File: src/include/vector_map_pkg.sv
// vector_map_pkg: shared constants and types of the peripheral interrupt vector map.
// assumes: one 100 MHz clock, APB register access with 32-bit data.
package vector_map_pkg;

	// ----------------------------------------------------------------
	// vector table geometry
	// ----------------------------------------------------------------
	localparam int unsigned NUM_VEC    = 32;
	localparam int unsigned VEC_W      = 5;
	localparam int unsigned VADDR_W    = 8;
	localparam int unsigned VEC_STRIDE = 2;	// vector addresses two apart
	localparam int unsigned SRC_W_DEF  = 8;	// sources one peripheral may own

	// vector numbers of the fixed peripheral instances
	localparam logic [4:0] VEC_RESET          = 5'h00;
	localparam logic [4:0] VEC_CRC_NMI        = 5'h01;
	localparam logic [4:0] VEC_VOLTAGE_LEVEL  = 5'h02;
	localparam logic [4:0] VEC_PIN_PORT_FIRST = 5'h03;
	localparam logic [4:0] VEC_PIN_PORT_SECOND = 5'h04;
	localparam logic [4:0] VEC_PIN_PORT_THIRD = 5'h05;
	localparam logic [4:0] VEC_REAL_TIME      = 5'h06;
	localparam logic [4:0] VEC_PERIODIC_TICK  = 5'h07;
	localparam logic [4:0] VEC_TIMER_A        = 5'h08;
	localparam logic [4:0] VEC_TIMER_B_FIRST  = 5'h0D;
	localparam logic [4:0] VEC_TIMER_B_SECOND = 5'h0E;
	localparam logic [4:0] VEC_TIMER_D        = 5'h0F;
	localparam logic [4:0] VEC_COMPARATOR_0   = 5'h11;
	localparam logic [4:0] VEC_COMPARATOR_1   = 5'h12;
	localparam logic [4:0] VEC_COMPARATOR_2   = 5'h13;
	localparam logic [4:0] VEC_CONVERTER_FIRST = 5'h14;
	localparam logic [4:0] VEC_CONVERTER_SECOND = 5'h16;
	localparam logic [4:0] VEC_TWO_WIRE       = 5'h18;
	localparam logic [4:0] VEC_SERIAL_PERIPH  = 5'h1A;
	localparam logic [4:0] VEC_SERIAL_RXTX    = 5'h1B;
	localparam logic [4:0] VEC_NONVOLATILE    = 5'h1E;

	// ----------------------------------------------------------------
	// register map (byte addresses)
	// ----------------------------------------------------------------
	localparam int unsigned PADDR_W        = 12;
	localparam logic [11:0] REG_GLOBAL     = 12'h000;
	localparam logic [11:0] REG_STATUS     = 12'h004;
	localparam logic [11:0] REG_PENDING    = 12'h008;
	localparam logic [3:0]  BANK_PAGE      = 4'h1;	// 0x100..0x1FF, 8 bytes per vector
	localparam int unsigned BANK_VEC_LSB   = 3;
	localparam int unsigned BANK_SEL_BIT   = 2;	// 0 flag register, 1 control register
	localparam int unsigned GIE_BIT        = 0;
	localparam logic        GIE_RESET      = 1'b0;

	// ----------------------------------------------------------------
	// carriers
	// ----------------------------------------------------------------
	typedef struct packed {
		logic [PADDR_W-1:0] paddr;
		logic               psel;
		logic               penable;
		logic               pwrite;
		logic [31:0]        pwdata;
	} apb_req_t;

	typedef struct packed {
		logic        pready;
		logic        pslverr;
		logic [31:0] prdata;
	} apb_rsp_t;

	typedef struct packed {
		logic               nmi;	// non-maskable request, vector 1
		logic               req;	// maskable request present
		logic [VEC_W-1:0]   vector;
		logic [VADDR_W-1:0] addr;
	} irq_out_t;

	typedef struct packed {
		logic [16:0]        rsvd;
		logic               nmi;
		logic               req;
		logic [VEC_W-1:0]   vector;
		logic [VADDR_W-1:0] addr;
	} status_t;

	// vector n sits at twice n
	function automatic logic [VADDR_W-1:0] vector_address(input logic [VEC_W-1:0] v);
		vector_address = VADDR_W'(v * VEC_STRIDE);
	endfunction

endpackage

File: src/design/source_bank.sv
// source_bank: flag and enable bits of all sources owned by one peripheral vector.
// assumes: events are one-cycle or level pulses from logic on the same clock.
`timescale 1ns/1ps
module source_bank #(
	parameter int unsigned SRC_W    = 8,
	parameter bit          MASKABLE = 1'b1
) (
	input  wire logic             mclk_i,
	input  wire logic             srst_i,
	input  wire logic [SRC_W-1:0] event_i,
	input  wire logic             wr_flag_i,
	input  wire logic             wr_ctrl_i,
	input  wire logic [SRC_W-1:0] wdata_i,
	output logic      [SRC_W-1:0] flag_o,
	output logic      [SRC_W-1:0] enable_o,
	output logic                  req_o
);

	typedef struct packed {
		logic [SRC_W-1:0] flag;
		logic [SRC_W-1:0] enable;
	} bank_state_t;

	bank_state_t s_q;
	bank_state_t s_d;

	// ----------------------------------------------------------------
	// next state
	// ----------------------------------------------------------------
	// a write of one clears a flag; an event in the same cycle wins
	always_comb begin
		s_d = s_q;
		if (wr_flag_i) begin
			s_d.flag = s_q.flag & ~wdata_i;
		end
		s_d.flag = s_d.flag | event_i;
		if (wr_ctrl_i && MASKABLE) begin
			s_d.enable = wdata_i;
		end
	end

	// state register
	always_ff @(posedge mclk_i) begin
		if (srst_i) begin
			s_q <= '0;
		end else begin
			s_q <= s_d;
		end
	end

	// ----------------------------------------------------------------
	// outputs
	// ----------------------------------------------------------------
	// all sources share the one vector; the request drops once every enabled flag is clear
	assign flag_o   = s_q.flag;
	assign enable_o = MASKABLE ? s_q.enable : '1;
	assign req_o    = |(s_q.flag & enable_o);

endmodule // source_bank

File: src/design/vector_map.sv
// vector_map: interrupt request generation and fixed vector mapping of peripherals.
// assumes: peripheral events on the same clock, APB master on the same clock,
// and a processor core that reads the registered request, vector and address.
//
// Notes on behaviour
// - each vector belongs to at most one peripheral; vector n sits at address 2n.
// - reset is vector 0 at 0x00; scan NMI is vector 1 at 0x02.
// - voltage monitor vector 2; three pin ports vectors 3, 4, 5.
// - real-time counter vector 6; its periodic tick timer vector 7.
// - timer A 8, timer B pair 13 and 14, timer D 15.
// - comparators 17 to 19; first converter 20; second converter 22.
// - two-wire 24, serial peripheral port 26, receiver-transmitter 27.
// - nonvolatile controller at vector 30, address 0x3C.
// - several sources of one peripheral share its single vector.
// - a source event sets its flag bit in the flag register.
// - software writes enable bits in the interrupt control register.
// - request raised exactly when enable bit and flag bit are both set.
// - request stays active while the flag stays set.
// - maskable requests reach the core only with global enable set.
`timescale 1ns/1ps
module vector_map #(
	parameter int unsigned SRC_W = vector_map_pkg::SRC_W_DEF
) (
	input  wire logic                                            mclk_i,
	input  wire logic                                            srst_i,
	input  wire vector_map_pkg::apb_req_t                        apb_i,
	output vector_map_pkg::apb_rsp_t                             apb_o,
	input  wire logic [vector_map_pkg::NUM_VEC-1:0][SRC_W-1:0]   events_i,
	output vector_map_pkg::irq_out_t                             irq_o
);

	localparam int unsigned NV = vector_map_pkg::NUM_VEC;

	// ----------------------------------------------------------------
	// vector ownership map
	// ----------------------------------------------------------------
	// one bit per vector; a clear bit means no bank is built there
	localparam logic [NV-1:0] ASSIGNED =
		(32'h1 << vector_map_pkg::VEC_CRC_NMI)
		| (32'h1 << vector_map_pkg::VEC_VOLTAGE_LEVEL)
		| (32'h1 << vector_map_pkg::VEC_PIN_PORT_FIRST)
		| (32'h1 << vector_map_pkg::VEC_PIN_PORT_SECOND)
		| (32'h1 << vector_map_pkg::VEC_PIN_PORT_THIRD)
		| (32'h1 << vector_map_pkg::VEC_REAL_TIME)
		| (32'h1 << vector_map_pkg::VEC_PERIODIC_TICK)
		| (32'h1 << vector_map_pkg::VEC_TIMER_A)
		| (32'h1 << vector_map_pkg::VEC_TIMER_B_FIRST)
		| (32'h1 << vector_map_pkg::VEC_TIMER_B_SECOND)
		| (32'h1 << vector_map_pkg::VEC_TIMER_D)
		| (32'h1 << vector_map_pkg::VEC_COMPARATOR_0)
		| (32'h1 << vector_map_pkg::VEC_COMPARATOR_1)
		| (32'h1 << vector_map_pkg::VEC_COMPARATOR_2)
		| (32'h1 << vector_map_pkg::VEC_CONVERTER_FIRST)
		| (32'h1 << vector_map_pkg::VEC_CONVERTER_SECOND)
		| (32'h1 << vector_map_pkg::VEC_TWO_WIRE)
		| (32'h1 << vector_map_pkg::VEC_SERIAL_PERIPH)
		| (32'h1 << vector_map_pkg::VEC_SERIAL_RXTX)
		| (32'h1 << vector_map_pkg::VEC_NONVOLATILE);

	// ----------------------------------------------------------------
	// state
	// ----------------------------------------------------------------
	typedef struct packed {
		logic                     gie;
		vector_map_pkg::apb_rsp_t apb;
		vector_map_pkg::irq_out_t irq;
	} map_state_t;

	map_state_t s_q;
	map_state_t s_d;

	// per-vector bank views
	logic [NV-1:0][SRC_W-1:0] bank_flag;
	logic [NV-1:0][SRC_W-1:0] bank_en;
	logic [NV-1:0]            bank_req;
	logic [NV-1:0]            wr_flag;
	logic [NV-1:0]            wr_ctrl;

	// ----------------------------------------------------------------
	// helpers
	// ----------------------------------------------------------------
	// lowest numbered pending vector wins, as a fixed priority
	function automatic logic [vector_map_pkg::VEC_W-1:0] lowest_set(input logic [NV-1:0] m);
		lowest_set = '0;
		for (int i = NV - 1; i >= 0; i--) begin
			if (m[i]) begin
				lowest_set = vector_map_pkg::VEC_W'(i);
			end
		end
	endfunction

	// ----------------------------------------------------------------
	// APB decode
	// ----------------------------------------------------------------
	logic                              in_bank;
	logic [vector_map_pkg::VEC_W-1:0]  bank_vec;
	logic                              bank_ctrl_sel;
	logic                              wr_commit;

	assign in_bank = (apb_i.paddr[vector_map_pkg::PADDR_W-1:8] == vector_map_pkg::BANK_PAGE);
	assign bank_vec = apb_i.paddr[vector_map_pkg::BANK_VEC_LSB +: vector_map_pkg::VEC_W];
	assign bank_ctrl_sel = apb_i.paddr[vector_map_pkg::BANK_SEL_BIT];
	// a write lands only at the edge that closes the access phase
	assign wr_commit = apb_i.psel && apb_i.penable && apb_i.pwrite && s_q.apb.pready
		&& !s_q.apb.pslverr;

	// bank write strobes; unassigned vectors never see a strobe
	always_comb begin
		wr_flag = '0;
		wr_ctrl = '0;
		if (wr_commit && in_bank && ASSIGNED[bank_vec]) begin
			if (bank_ctrl_sel) begin
				wr_ctrl[bank_vec] = 1'b1;
			end else begin
				wr_flag[bank_vec] = 1'b1;
			end
		end
	end

	// ----------------------------------------------------------------
	// source banks
	// ----------------------------------------------------------------
	for (genvar v = 0; v < NV; v++) begin : g_vec
		if (ASSIGNED[v]) begin : g_bank
			// the scan NMI bank has no enable: it is not maskable
			source_bank #(
				.SRC_W    (SRC_W),
				.MASKABLE (v != int'(vector_map_pkg::VEC_CRC_NMI))
			) u_bank (
				.mclk_i    (mclk_i),
				.srst_i    (srst_i),
				.event_i   (events_i[v]),
				.wr_flag_i (wr_flag[v]),
				.wr_ctrl_i (wr_ctrl[v]),
				.wdata_i   (apb_i.pwdata[SRC_W-1:0]),
				.flag_o    (bank_flag[v]),
				.enable_o  (bank_en[v]),
				.req_o     (bank_req[v])
			);
		end else begin : g_none
			// no source here, so events on this slot are dropped
			assign bank_flag[v] = '0;
			assign bank_en[v]   = '0;
			assign bank_req[v]  = 1'b0;
		end
	end

	// ----------------------------------------------------------------
	// next state
	// ----------------------------------------------------------------
	logic [NV-1:0]                    maskable_req;
	logic [vector_map_pkg::VEC_W-1:0] win_vec;
	vector_map_pkg::status_t          status;

	// maskable requests: everything but the NMI; global enable gates them later, at irq.req
	assign maskable_req = bank_req & ~(32'h1 << vector_map_pkg::VEC_CRC_NMI);
	assign win_vec = lowest_set(maskable_req);

	always_comb begin
		status        = '0;
		status.nmi    = s_q.irq.nmi;
		status.req    = s_q.irq.req;
		status.vector = s_q.irq.vector;
		status.addr   = s_q.irq.addr;
	end

	always_comb begin
		s_d = s_q;

		// setup phase prepares the answer; access phase then completes at once
		s_d.apb.pready  = apb_i.psel && !apb_i.penable;
		s_d.apb.pslverr = 1'b0;
		s_d.apb.prdata  = '0;
		if (apb_i.psel && !apb_i.penable) begin
			if (apb_i.paddr == vector_map_pkg::REG_GLOBAL) begin
				s_d.apb.prdata[vector_map_pkg::GIE_BIT] = s_q.gie;
			end else if (apb_i.paddr == vector_map_pkg::REG_STATUS) begin
				s_d.apb.prdata  = status;
				s_d.apb.pslverr = apb_i.pwrite;	// read-only
			end else if (apb_i.paddr == vector_map_pkg::REG_PENDING) begin
				s_d.apb.prdata  = 32'(bank_req);
				s_d.apb.pslverr = apb_i.pwrite;	// read-only
			end else if (in_bank && ASSIGNED[bank_vec]
				&& apb_i.paddr[1:0] == 2'h0) begin
				s_d.apb.prdata = bank_ctrl_sel ? 32'(bank_en[bank_vec])
					: 32'(bank_flag[bank_vec]);
			end else begin
				s_d.apb.pslverr = 1'b1;	// unmapped or unassigned vector
			end
		end

		// global enable register
		if (wr_commit && apb_i.paddr == vector_map_pkg::REG_GLOBAL) begin
			s_d.gie = apb_i.pwdata[vector_map_pkg::GIE_BIT];
		end

		// request toward the core; follows the flags with one cycle of delay
		s_d.irq.nmi = bank_req[vector_map_pkg::VEC_CRC_NMI];
		s_d.irq.req = s_q.gie && (|maskable_req);
		if (s_d.irq.nmi) begin
			s_d.irq.vector = vector_map_pkg::VEC_CRC_NMI;
		end else if (s_d.irq.req) begin
			s_d.irq.vector = win_vec;
		end else begin
			s_d.irq.vector = vector_map_pkg::VEC_RESET;	// idle shows reset vector
		end
		s_d.irq.addr = vector_map_pkg::vector_address(s_d.irq.vector);
	end

	// state register
	always_ff @(posedge mclk_i) begin
		if (srst_i) begin
			s_q     <= '0;
			s_q.gie <= vector_map_pkg::GIE_RESET;
		end else begin
			s_q <= s_d;
		end
	end

	// ----------------------------------------------------------------
	// outputs
	// ----------------------------------------------------------------
	assign apb_o = s_q.apb;
	assign irq_o = s_q.irq;

endmodule // vector_map

File: config.mk
export PLATFORM = sky130hd
export DESIGN_NAME = vector_map
export DESIGN_NICKNAME = d
export VERILOG_FILES = /design/src/include/vector_map_pkg.sv /design/src/design/source_bank.sv /design/src/design/vector_map.sv
export SDC_FILE = /design/constraint.sdc
export NUM_CORES = 1
export LEC_CHECK = 0
export ABC_CLOCK_PERIOD_IN_PS = 4550
export BUFFER_PORTS_ARGS = -buffer_cell sky130_fd_sc_hd__buf_2
export CORE_ASPECT_RATIO = 0.9
export CORE_MARGIN = 2
export CORE_UTILIZATION = 54
export DETAILED_ROUTE_END_ITERATION = 16
export PLACE_DENSITY = 0.79
export SETUP_SLACK_MARGIN = 0.1
export SYNTH_ARGS = -nofsm -noshare
export SYNTH_HDL_FRONTEND = slang
export SYNTH_HIERARCHICAL = 1
export SYNTH_SLANG_ARGS = --single-unit
File: constraint.sdc
create_clock -name mclk_i -period 4.55 [get_ports mclk_i]
set_input_delay 0.455 -clock mclk_i [delete_from_list [all_inputs] [get_ports mclk_i]]
set_output_delay 0.455 -clock mclk_i [all_outputs]
set_load 0.02 [all_outputs]
Word-level counts from Yosys, hierarchy flattened
Memories as Yosys holds them, arrays and structs flattened. Index checks and enable logic that the tools add are counted.

Input bits: 305. Memories kept: 1. Register bits after elaboration: 357. ROM bits: 32. Output and inout bits: 49.

Memory list: (name not given) (words 32, bits a word 1, rd ports 1, clocked after Yosys merged registers in 0, wr ports 0, line vector_map.sv:183) `end else if (in_bank && ASSIGNED[bank_vec]`.

Reductions and logical operators: 41. Order comparisons: 2. Muxes and demuxes: 58. Bitwise logic cells: 62. Eq/ne operators: 3.

Operator list (count): AND 8 bit (39); two-way mux 8 bit (24); OR 8 bit (20); OR reduction 8 bit (20); OR reduction 152 bit (1); two-way mux 31 bit (4); two-way mux 5 bit (21); binary-select mux 8 bit (select 5 bit) (2); two-way mux 33 bit (2); == test 12 x 3 -> 1 bit (second input constant) (1); == test 12 x 4 -> 1 bit (second input constant) (1); logical AND 1 bit (12); logical NOT 12 bit (1); inverter 8 bit (1); less-than comparator 5 x 6 -> 1 bit (second input constant) (1); OR reduction 6 bit (1); demux 1 bit (select 5 bit) (1); >= comparator 5 x 1 -> 1 bit (second input constant) (1); == test 4 x 1 -> 1 bit (second input constant) (1); two-way mux 1 bit (4); OR reduction 4 bit (1); OR reduction 3 bit (1); logical NOT 1 bit (2); logical NOT 2 bit (1); 2 further kinds (3).

Depth between registers and ports, before layout
Depth after elaboration: 23. Mapped depth: 15. Gate-level depth less buffers: 10.

By module
Netlist, hierarchy kept.

Modules (own cells, without submodules): source_bank at g_vec[13].g_bank.u_bank ... (area an instance 629.4 µm², cells an instance 55, seq. area each 320.3 µm², times used 19); vector_map (area an instance 5071.1 µm², cells an instance 635, seq. area each 700.7 µm², times used 1); source_bank at g_vec[1].g_bank.u_bank (area an instance 442.9 µm², cells an instance 46, seq. area each 160.2 µm², times used 1).

Worst setup path after synthesis
Ideal clock, no wire load.

Path kind: input port to flip-flop. From: input apb_i[40] (netlist name). To: register g_vec[6].g_bank.u_bank.s_q (netlist bit g_vec[6].g_bank.u_bank/flag_o[0]). Buffers on the path: 4. Stages on the path: 13. Arrival: 3.105 ns. Setup slack: 1.330 ns. Setup time: 0.115 ns. Data required time: 4.435 ns. Cells stage by stage: buf_2 -> buf_2 -> buf_2 -> clkinv_1 -> ha_1 -> mux2i_1 -> nand4b_1 -> o21a_1 -> or3_1 -> buf_2 -> nor3_1 -> a21boi_0 -> o21ba_2.

Cells in the longest elaborated chain, start to end: 8. Elaborated cells on any way between the ends: 12. Those cells by class: 2 x order compare; 6 x mux; 1 x bitwise; 2 x reduce/logical; 1 x memory.

Ends and longest elaborated chain: start, declared (line vector_map.sv:26) `input wire vector_map_pkg::apb_req_t apb_i,`; less-than comparator 5 x 6 -> 1 bit (not written as such) / >= comparator 5 x 1 -> 1 bit (equally long branches) (line vector_map.sv:115) `wr_flag[bank_vec] = 1'b1;`; logical AND 1 bit (not written as such) (line vector_map.sv:115); two-way mux 1 bit (not written as such) (line vector_map.sv:115); demux 1 bit (select 5 bit) (line vector_map.sv:115); two-way mux 31 bit (line vector_map.sv:112) `if (bank_ctrl_sel) begin`; two-way mux 31 bit * (line vector_map.sv:111) `if (wr_commit && in_bank && ASSIGNED[bank_vec]) begin`; via wr_flag[6] (line vector_map.sv:76) `logic [NV-1:0] wr_flag;`; two-way mux 8 bit * (line source_bank.sv:33) `if (wr_flag_i) begin`; OR 8 bit * (line source_bank.sv:36) `s_d.flag = s_d.flag | event_i;`; end signal, assigned (line source_bank.sv:45) `s_q <= '0;`; end signal, assigned (line source_bank.sv:47) `s_q <= s_d;`; end, declared (line source_bank.sv:24) `bank_state_t s_q;`.

The timed path passes the listed nets; every way through them passes the cells marked *. The select of a mux whose other input is x is not followed. A chain may end at the register's enable or synchronous reset.

Worst setup path after layout
From: input apb_i[40] (netlist name). To: register g_vec[26].g_bank.u_bank.s_q (netlist bit g_vec[26].g_bank.u_bank/flag_o[6]).

Cells in the longest elaborated chain, start to end: 8. Elaborated cells on any way between the ends: 12. Those cells by class: 2 x order compare; 6 x mux; 1 x bitwise; 2 x reduce/logical; 1 x memory.

Ends and longest elaborated chain (line): less-than comparator 5 x 6 -> 1 bit (not written as such) / >= comparator 5 x 1 -> 1 bit (equally long branches) (vector_map.sv:115); logical AND 1 bit (not written as such) (vector_map.sv:115); two-way mux 1 bit (not written as such) (vector_map.sv:115); demux 1 bit (select 5 bit) (vector_map.sv:115); two-way mux 31 bit (vector_map.sv:112); two-way mux 31 bit * (vector_map.sv:111); via wr_flag[26] (vector_map.sv:76); two-way mux 8 bit * (source_bank.sv:33); OR 8 bit * (source_bank.sv:36); end signal, assigned (source_bank.sv:45); end signal, assigned (source_bank.sv:47); end, declared (source_bank.sv:24).

Marked as above.

==> flow_results.xml <==
<?xml version="1.0" encoding="UTF-8"?>
<metrics>
  <group name="global_routing">
    <metric name="antenna_found_initial" unit="">0</metric>
    <metric name="first_pass_grt_wire_length" unit="um">90500</metric>
    <metric name="grt_start_max_net_pins" unit="">228</metric>
    <metric name="first_global_vias" unit="">14500</metric>
    <metric name="globalRoute.totalOverflow" unit="">0</metric>
    <metric name="overall_routing_resource_usage" unit="%">35.2</metric>
  </group>
  <group name="sta">
    <metric name="max-slew-margin-rel" unit="%">20.1</metric>
    <metric name="fin_setup_tns" unit="ps">0</metric>
    <metric name="worstMarginPinSlew" unit="ps">1200</metric>
    <metric name="timing.final.crit_period" unit="ps">3090</metric>
    <metric name="final.setup_skew" unit="ps">12.1</metric>
    <metric name="finalSetupViolations" unit="">0</metric>
    <metric name="timing_hold_violations_final" unit="">0</metric>
    <metric name="max_clock_freq" unit="MHz">324</metric>
    <metric name="period_share" unit="%">67.9</metric>
    <metric name="holdWs" unit="ps">133</metric>
    <metric name="rsz_0062_raised_after_global_routing" unit="">no</metric>
    <metric name="final_max_slew_viol_count" unit="">0</metric>
  </group>
  <group name="power_and_ir_drop">
    <metric name="power.share.switching" unit="%">25.4</metric>
    <metric name="power_share_of_the_sequential_group" unit="%">47.1</metric>
    <metric name="pwr-share-comb" unit="%">9.8</metric>
    <metric name="clockPowerShare" unit="%">43.1</metric>
    <metric name="max_rail_drop_vdd" unit="V">0.000335</metric>
    <metric name="power-per-cell-area" unit="mW/mm2">354</metric>
    <metric name="power.net_switching" unit="uW">1750</metric>
    <metric name="static-leakage-power" unit="uW">0.00732</metric>
    <metric name="internal_power" unit="uW">5160</metric>
  </group>
  <group name="hold_path">
    <metric name="holdCritStartpoint" unit="">events_i[142]</metric>
    <metric name="endpoint_of_the_worst_hold_path" unit="">g_vec[17].g_bank.u_bank/flag_o[6]$_SDFF_PP0_</metric>
    <metric name="hp-class" unit="">in2reg</metric>
    <metric name="timing.hold.worst_path_depth" unit="">2</metric>
  </group>
  <group name="cells_and_area">
    <metric name="mostFrequentLayoutCell" unit="">sky130_fd_sc_hd__dfxtp_1</metric>
    <metric name="final_net_count" unit="">2212</metric>
    <metric name="mostFrequentLayoutCells" unit="">347 x sky130_fd_sc_hd__dfxtp_1, 220 x sky130_fd_sc_hd__buf_2, 219 x sky130_fd_sc_hd__nor2_1</metric>
    <metric name="finish.instance_area" unit="mm2">0.0195</metric>
    <metric name="num_antenna_cells" unit="">0</metric>
    <metric name="area_growth" unit="%">11.8</metric>
    <metric name="post-route-util" unit="%">61.3</metric>
    <metric name="fraction_of_final_layout_cells_sized_beyond_drive_strength_1" unit="%">28.7</metric>
  </group>
  <group name="synthesis">
    <metric name="synth_cells" unit="">1725</metric>
    <metric name="yosysWarnings" unit="">6</metric>
    <metric name="synth.cell_area" unit="mm2">0.0175</metric>
    <metric name="syn_avg_cell_area" unit="um2">10.1</metric>
  </group>
  <group name="drt">
    <metric name="drt_pass1_iterations" unit="">6</metric>
    <metric name="drc" unit="">0</metric>
    <metric name="initialDrtViolationCount" unit="">1845</metric>
    <metric name="drt-vias-per-instance" unit="">6.48</metric>
    <metric name="antenna_left" unit="">0</metric>
    <metric name="finalWirelength" unit="um">61700</metric>
    <metric name="route.vias.total" unit="">15200</metric>
    <metric name="post_drt_wl_per_cell" unit="um">26.3</metric>
  </group>
  <group name="clock_network">
    <metric name="cts_tree" unit="">built</metric>
    <metric name="cts_resized" unit="">0</metric>
    <metric name="number_of_post_cts_setup_repair_buffers" unit="">0</metric>
    <metric name="clock_tree.root_cell" unit="">sky130_fd_sc_hd__clkbuf_16</metric>
    <metric name="tritoncts_buffers" unit="">37</metric>
    <metric name="clock-sinks" unit="">347</metric>
    <metric name="ctsHtreeMaxLevel" unit="">2</metric>
    <metric name="number_of_hold_buffers_added_after_cts" unit="">0</metric>
    <metric name="clk_pin_slew" unit="ps">60</metric>
    <metric name="cts.path.max_buffers" unit="">3</metric>
    <metric name="clock_latency" unit="ps">550</metric>
  </group>
  <group name="place">
    <metric name="globalplace.congestion" unit="">1.01</metric>
    <metric name="detailed_place_hpwl" unit="um">43900</metric>
    <metric name="post_dp_cell_area" unit="mm2">0.0184</metric>
    <metric name="io_buffer_count" unit="">223</metric>
  </group>
  <group name="run_status">
    <metric name="outcome" unit="">complete, no violations</metric>
  </group>
  <group name="floorplanning">
    <metric name="chipHeight" unit="um">175</metric>
    <metric name="dieWidth" unit="um">194</metric>
    <metric name="dieArea" unit="mm2">0.0338</metric>
    <metric name="rows" unit="">62</metric>
    <metric name="design.portCount" unit="">354</metric>
    <metric name="initial_core_util" unit="%">54.8</metric>
    <metric name="core_outline_area" unit="mm2">0.0319</metric>
  </group>
  <group name="setup_path">
    <metric name="worstPathArrival" unit="ps">3530</metric>
    <metric name="crit_fanout" unit="">20</metric>
    <metric name="setup.worst_path.end_class" unit="">flip-flop</metric>
    <metric name="timing.critical_path.required" unit="ps">4990</metric>
    <metric name="r2r_slack" unit="ps">1770</metric>
    <metric name="critPathLaunchType" unit="">input port</metric>
    <metric name="timing.rr.start" unit="">g_vec[5].g_bank.u_bank/flag_o[5]$_SDFF_PP0_</metric>
    <metric name="cpMaxStageDelayCell" unit="">sky130_fd_sc_hd__nor2_1</metric>
    <metric name="worst_r2r_path_depth" unit="">8</metric>
    <metric name="slowest_delay" unit="ps">570</metric>
    <metric name="worstPathCellList" unit="">buf_2 &gt; clkinv_1 &gt; ha_1 &gt; mux2i_1 &gt; nand4b_1 &gt; o21a_1 &gt; or3_1 &gt; buf_4 &gt; nor2_1 &gt; a21boi_0 &gt; o21ba_2</metric>
    <metric name="destination_of_the_worst_register_to_register_timing_path" unit="">irq_o[3]$_SDFF_PP0_</metric>
    <metric name="criticalPathCategory" unit="">in2reg</metric>
  </group>
  <group name="flow_run">
    <metric name="cap_violations" unit="">0</metric>
  </group>
</metrics>
==> layout make-up <==
type,count,area [um2]
Fill cell,2669,12300
Inverter,14,52.6
Sequential cell,347,6950
Multi-Input combinational cell,1231,9300
Timing Repair Buffer,275,1540
Tap cell,416,520
Clock buffer,45,1030
Clock inverter,17,148
==> registers in the layout, summed over array words and instances (netlist names) <==
register	cells
g_vec.g_bank.u_bank/flag_o	160
g_vec.g_bank.u_bank/enable_o	152
apb_o	27
irq_o	7
s_q	1
==> power groups by stage <==
| stage | Clock [uW] | Sequential, uW | Combinational, uW |
|---|---|---|---|
| 2_1_floorplan | 0 | 3260 | 421 |
| 3_3_place_gp | 0 | 3320 | 643 |
| 3_5_place_dp | 0 | 3320 | 655 |
| 4_1_cts | 3000 | 3250 | 658 |
| 5_1_grt | 3120 | 3260 | 710 |
| 6_report | 2980 | 3260 | 674 |
==> worst max-delay path: cells and delay by family <==
kind,cells,cell delay (ps)
fa+ha+maj,1,420
simple gates,3,1020
mux,1,240
compound gates,3,640
buf+inv,3,720
==> stage by stage <==
stage / std cells / setup WS, ps / total power (uW)
6_report: 2345 / 1460 / 6910
3_5_place_dp: 2283 / 1060 / 3970
2_1_floorplan: 1741 / 1330 / 3680
5_1_grt: 2345 / 1370 / 7090
4_1_cts: 2345 / 1600 / 6910
3_3_place_gp: 2283 / 1090 / 3960
==> metal layers <==
metal  wire length, um  track usage [%]
met5                 0                0
met4              2370             13.9
met3              6980             8.67
met2             26700             52.2
met1             25700             49.3
==> worst max path at each step <==
stage                          from                                              end  slack (ps)
final                     apb_i[40]     g_vec[26].g_bank.u_bank/flag_o[6]$_SDFF_PP0_        1460
after global routing      apb_i[40]  g_vec[4].g_bank.u_bank/enable_o[1]$_SDFFE_PP0P_        1370
after CTS                 apb_i[40]     g_vec[26].g_bank.u_bank/flag_o[6]$_SDFF_PP0_        1600
after detailed placement  apb_i[40]      g_vec[4].g_bank.u_bank/flag_o[6]$_SDFF_PP0_        1060
after global placement    apb_i[40]     g_vec[26].g_bank.u_bank/flag_o[6]$_SDFF_PP0_        1090
after floorplan           apb_i[40]      g_vec[6].g_bank.u_bank/flag_o[0]$_SDFF_PP0_        1330
Power figures use the tool's default switching activity.
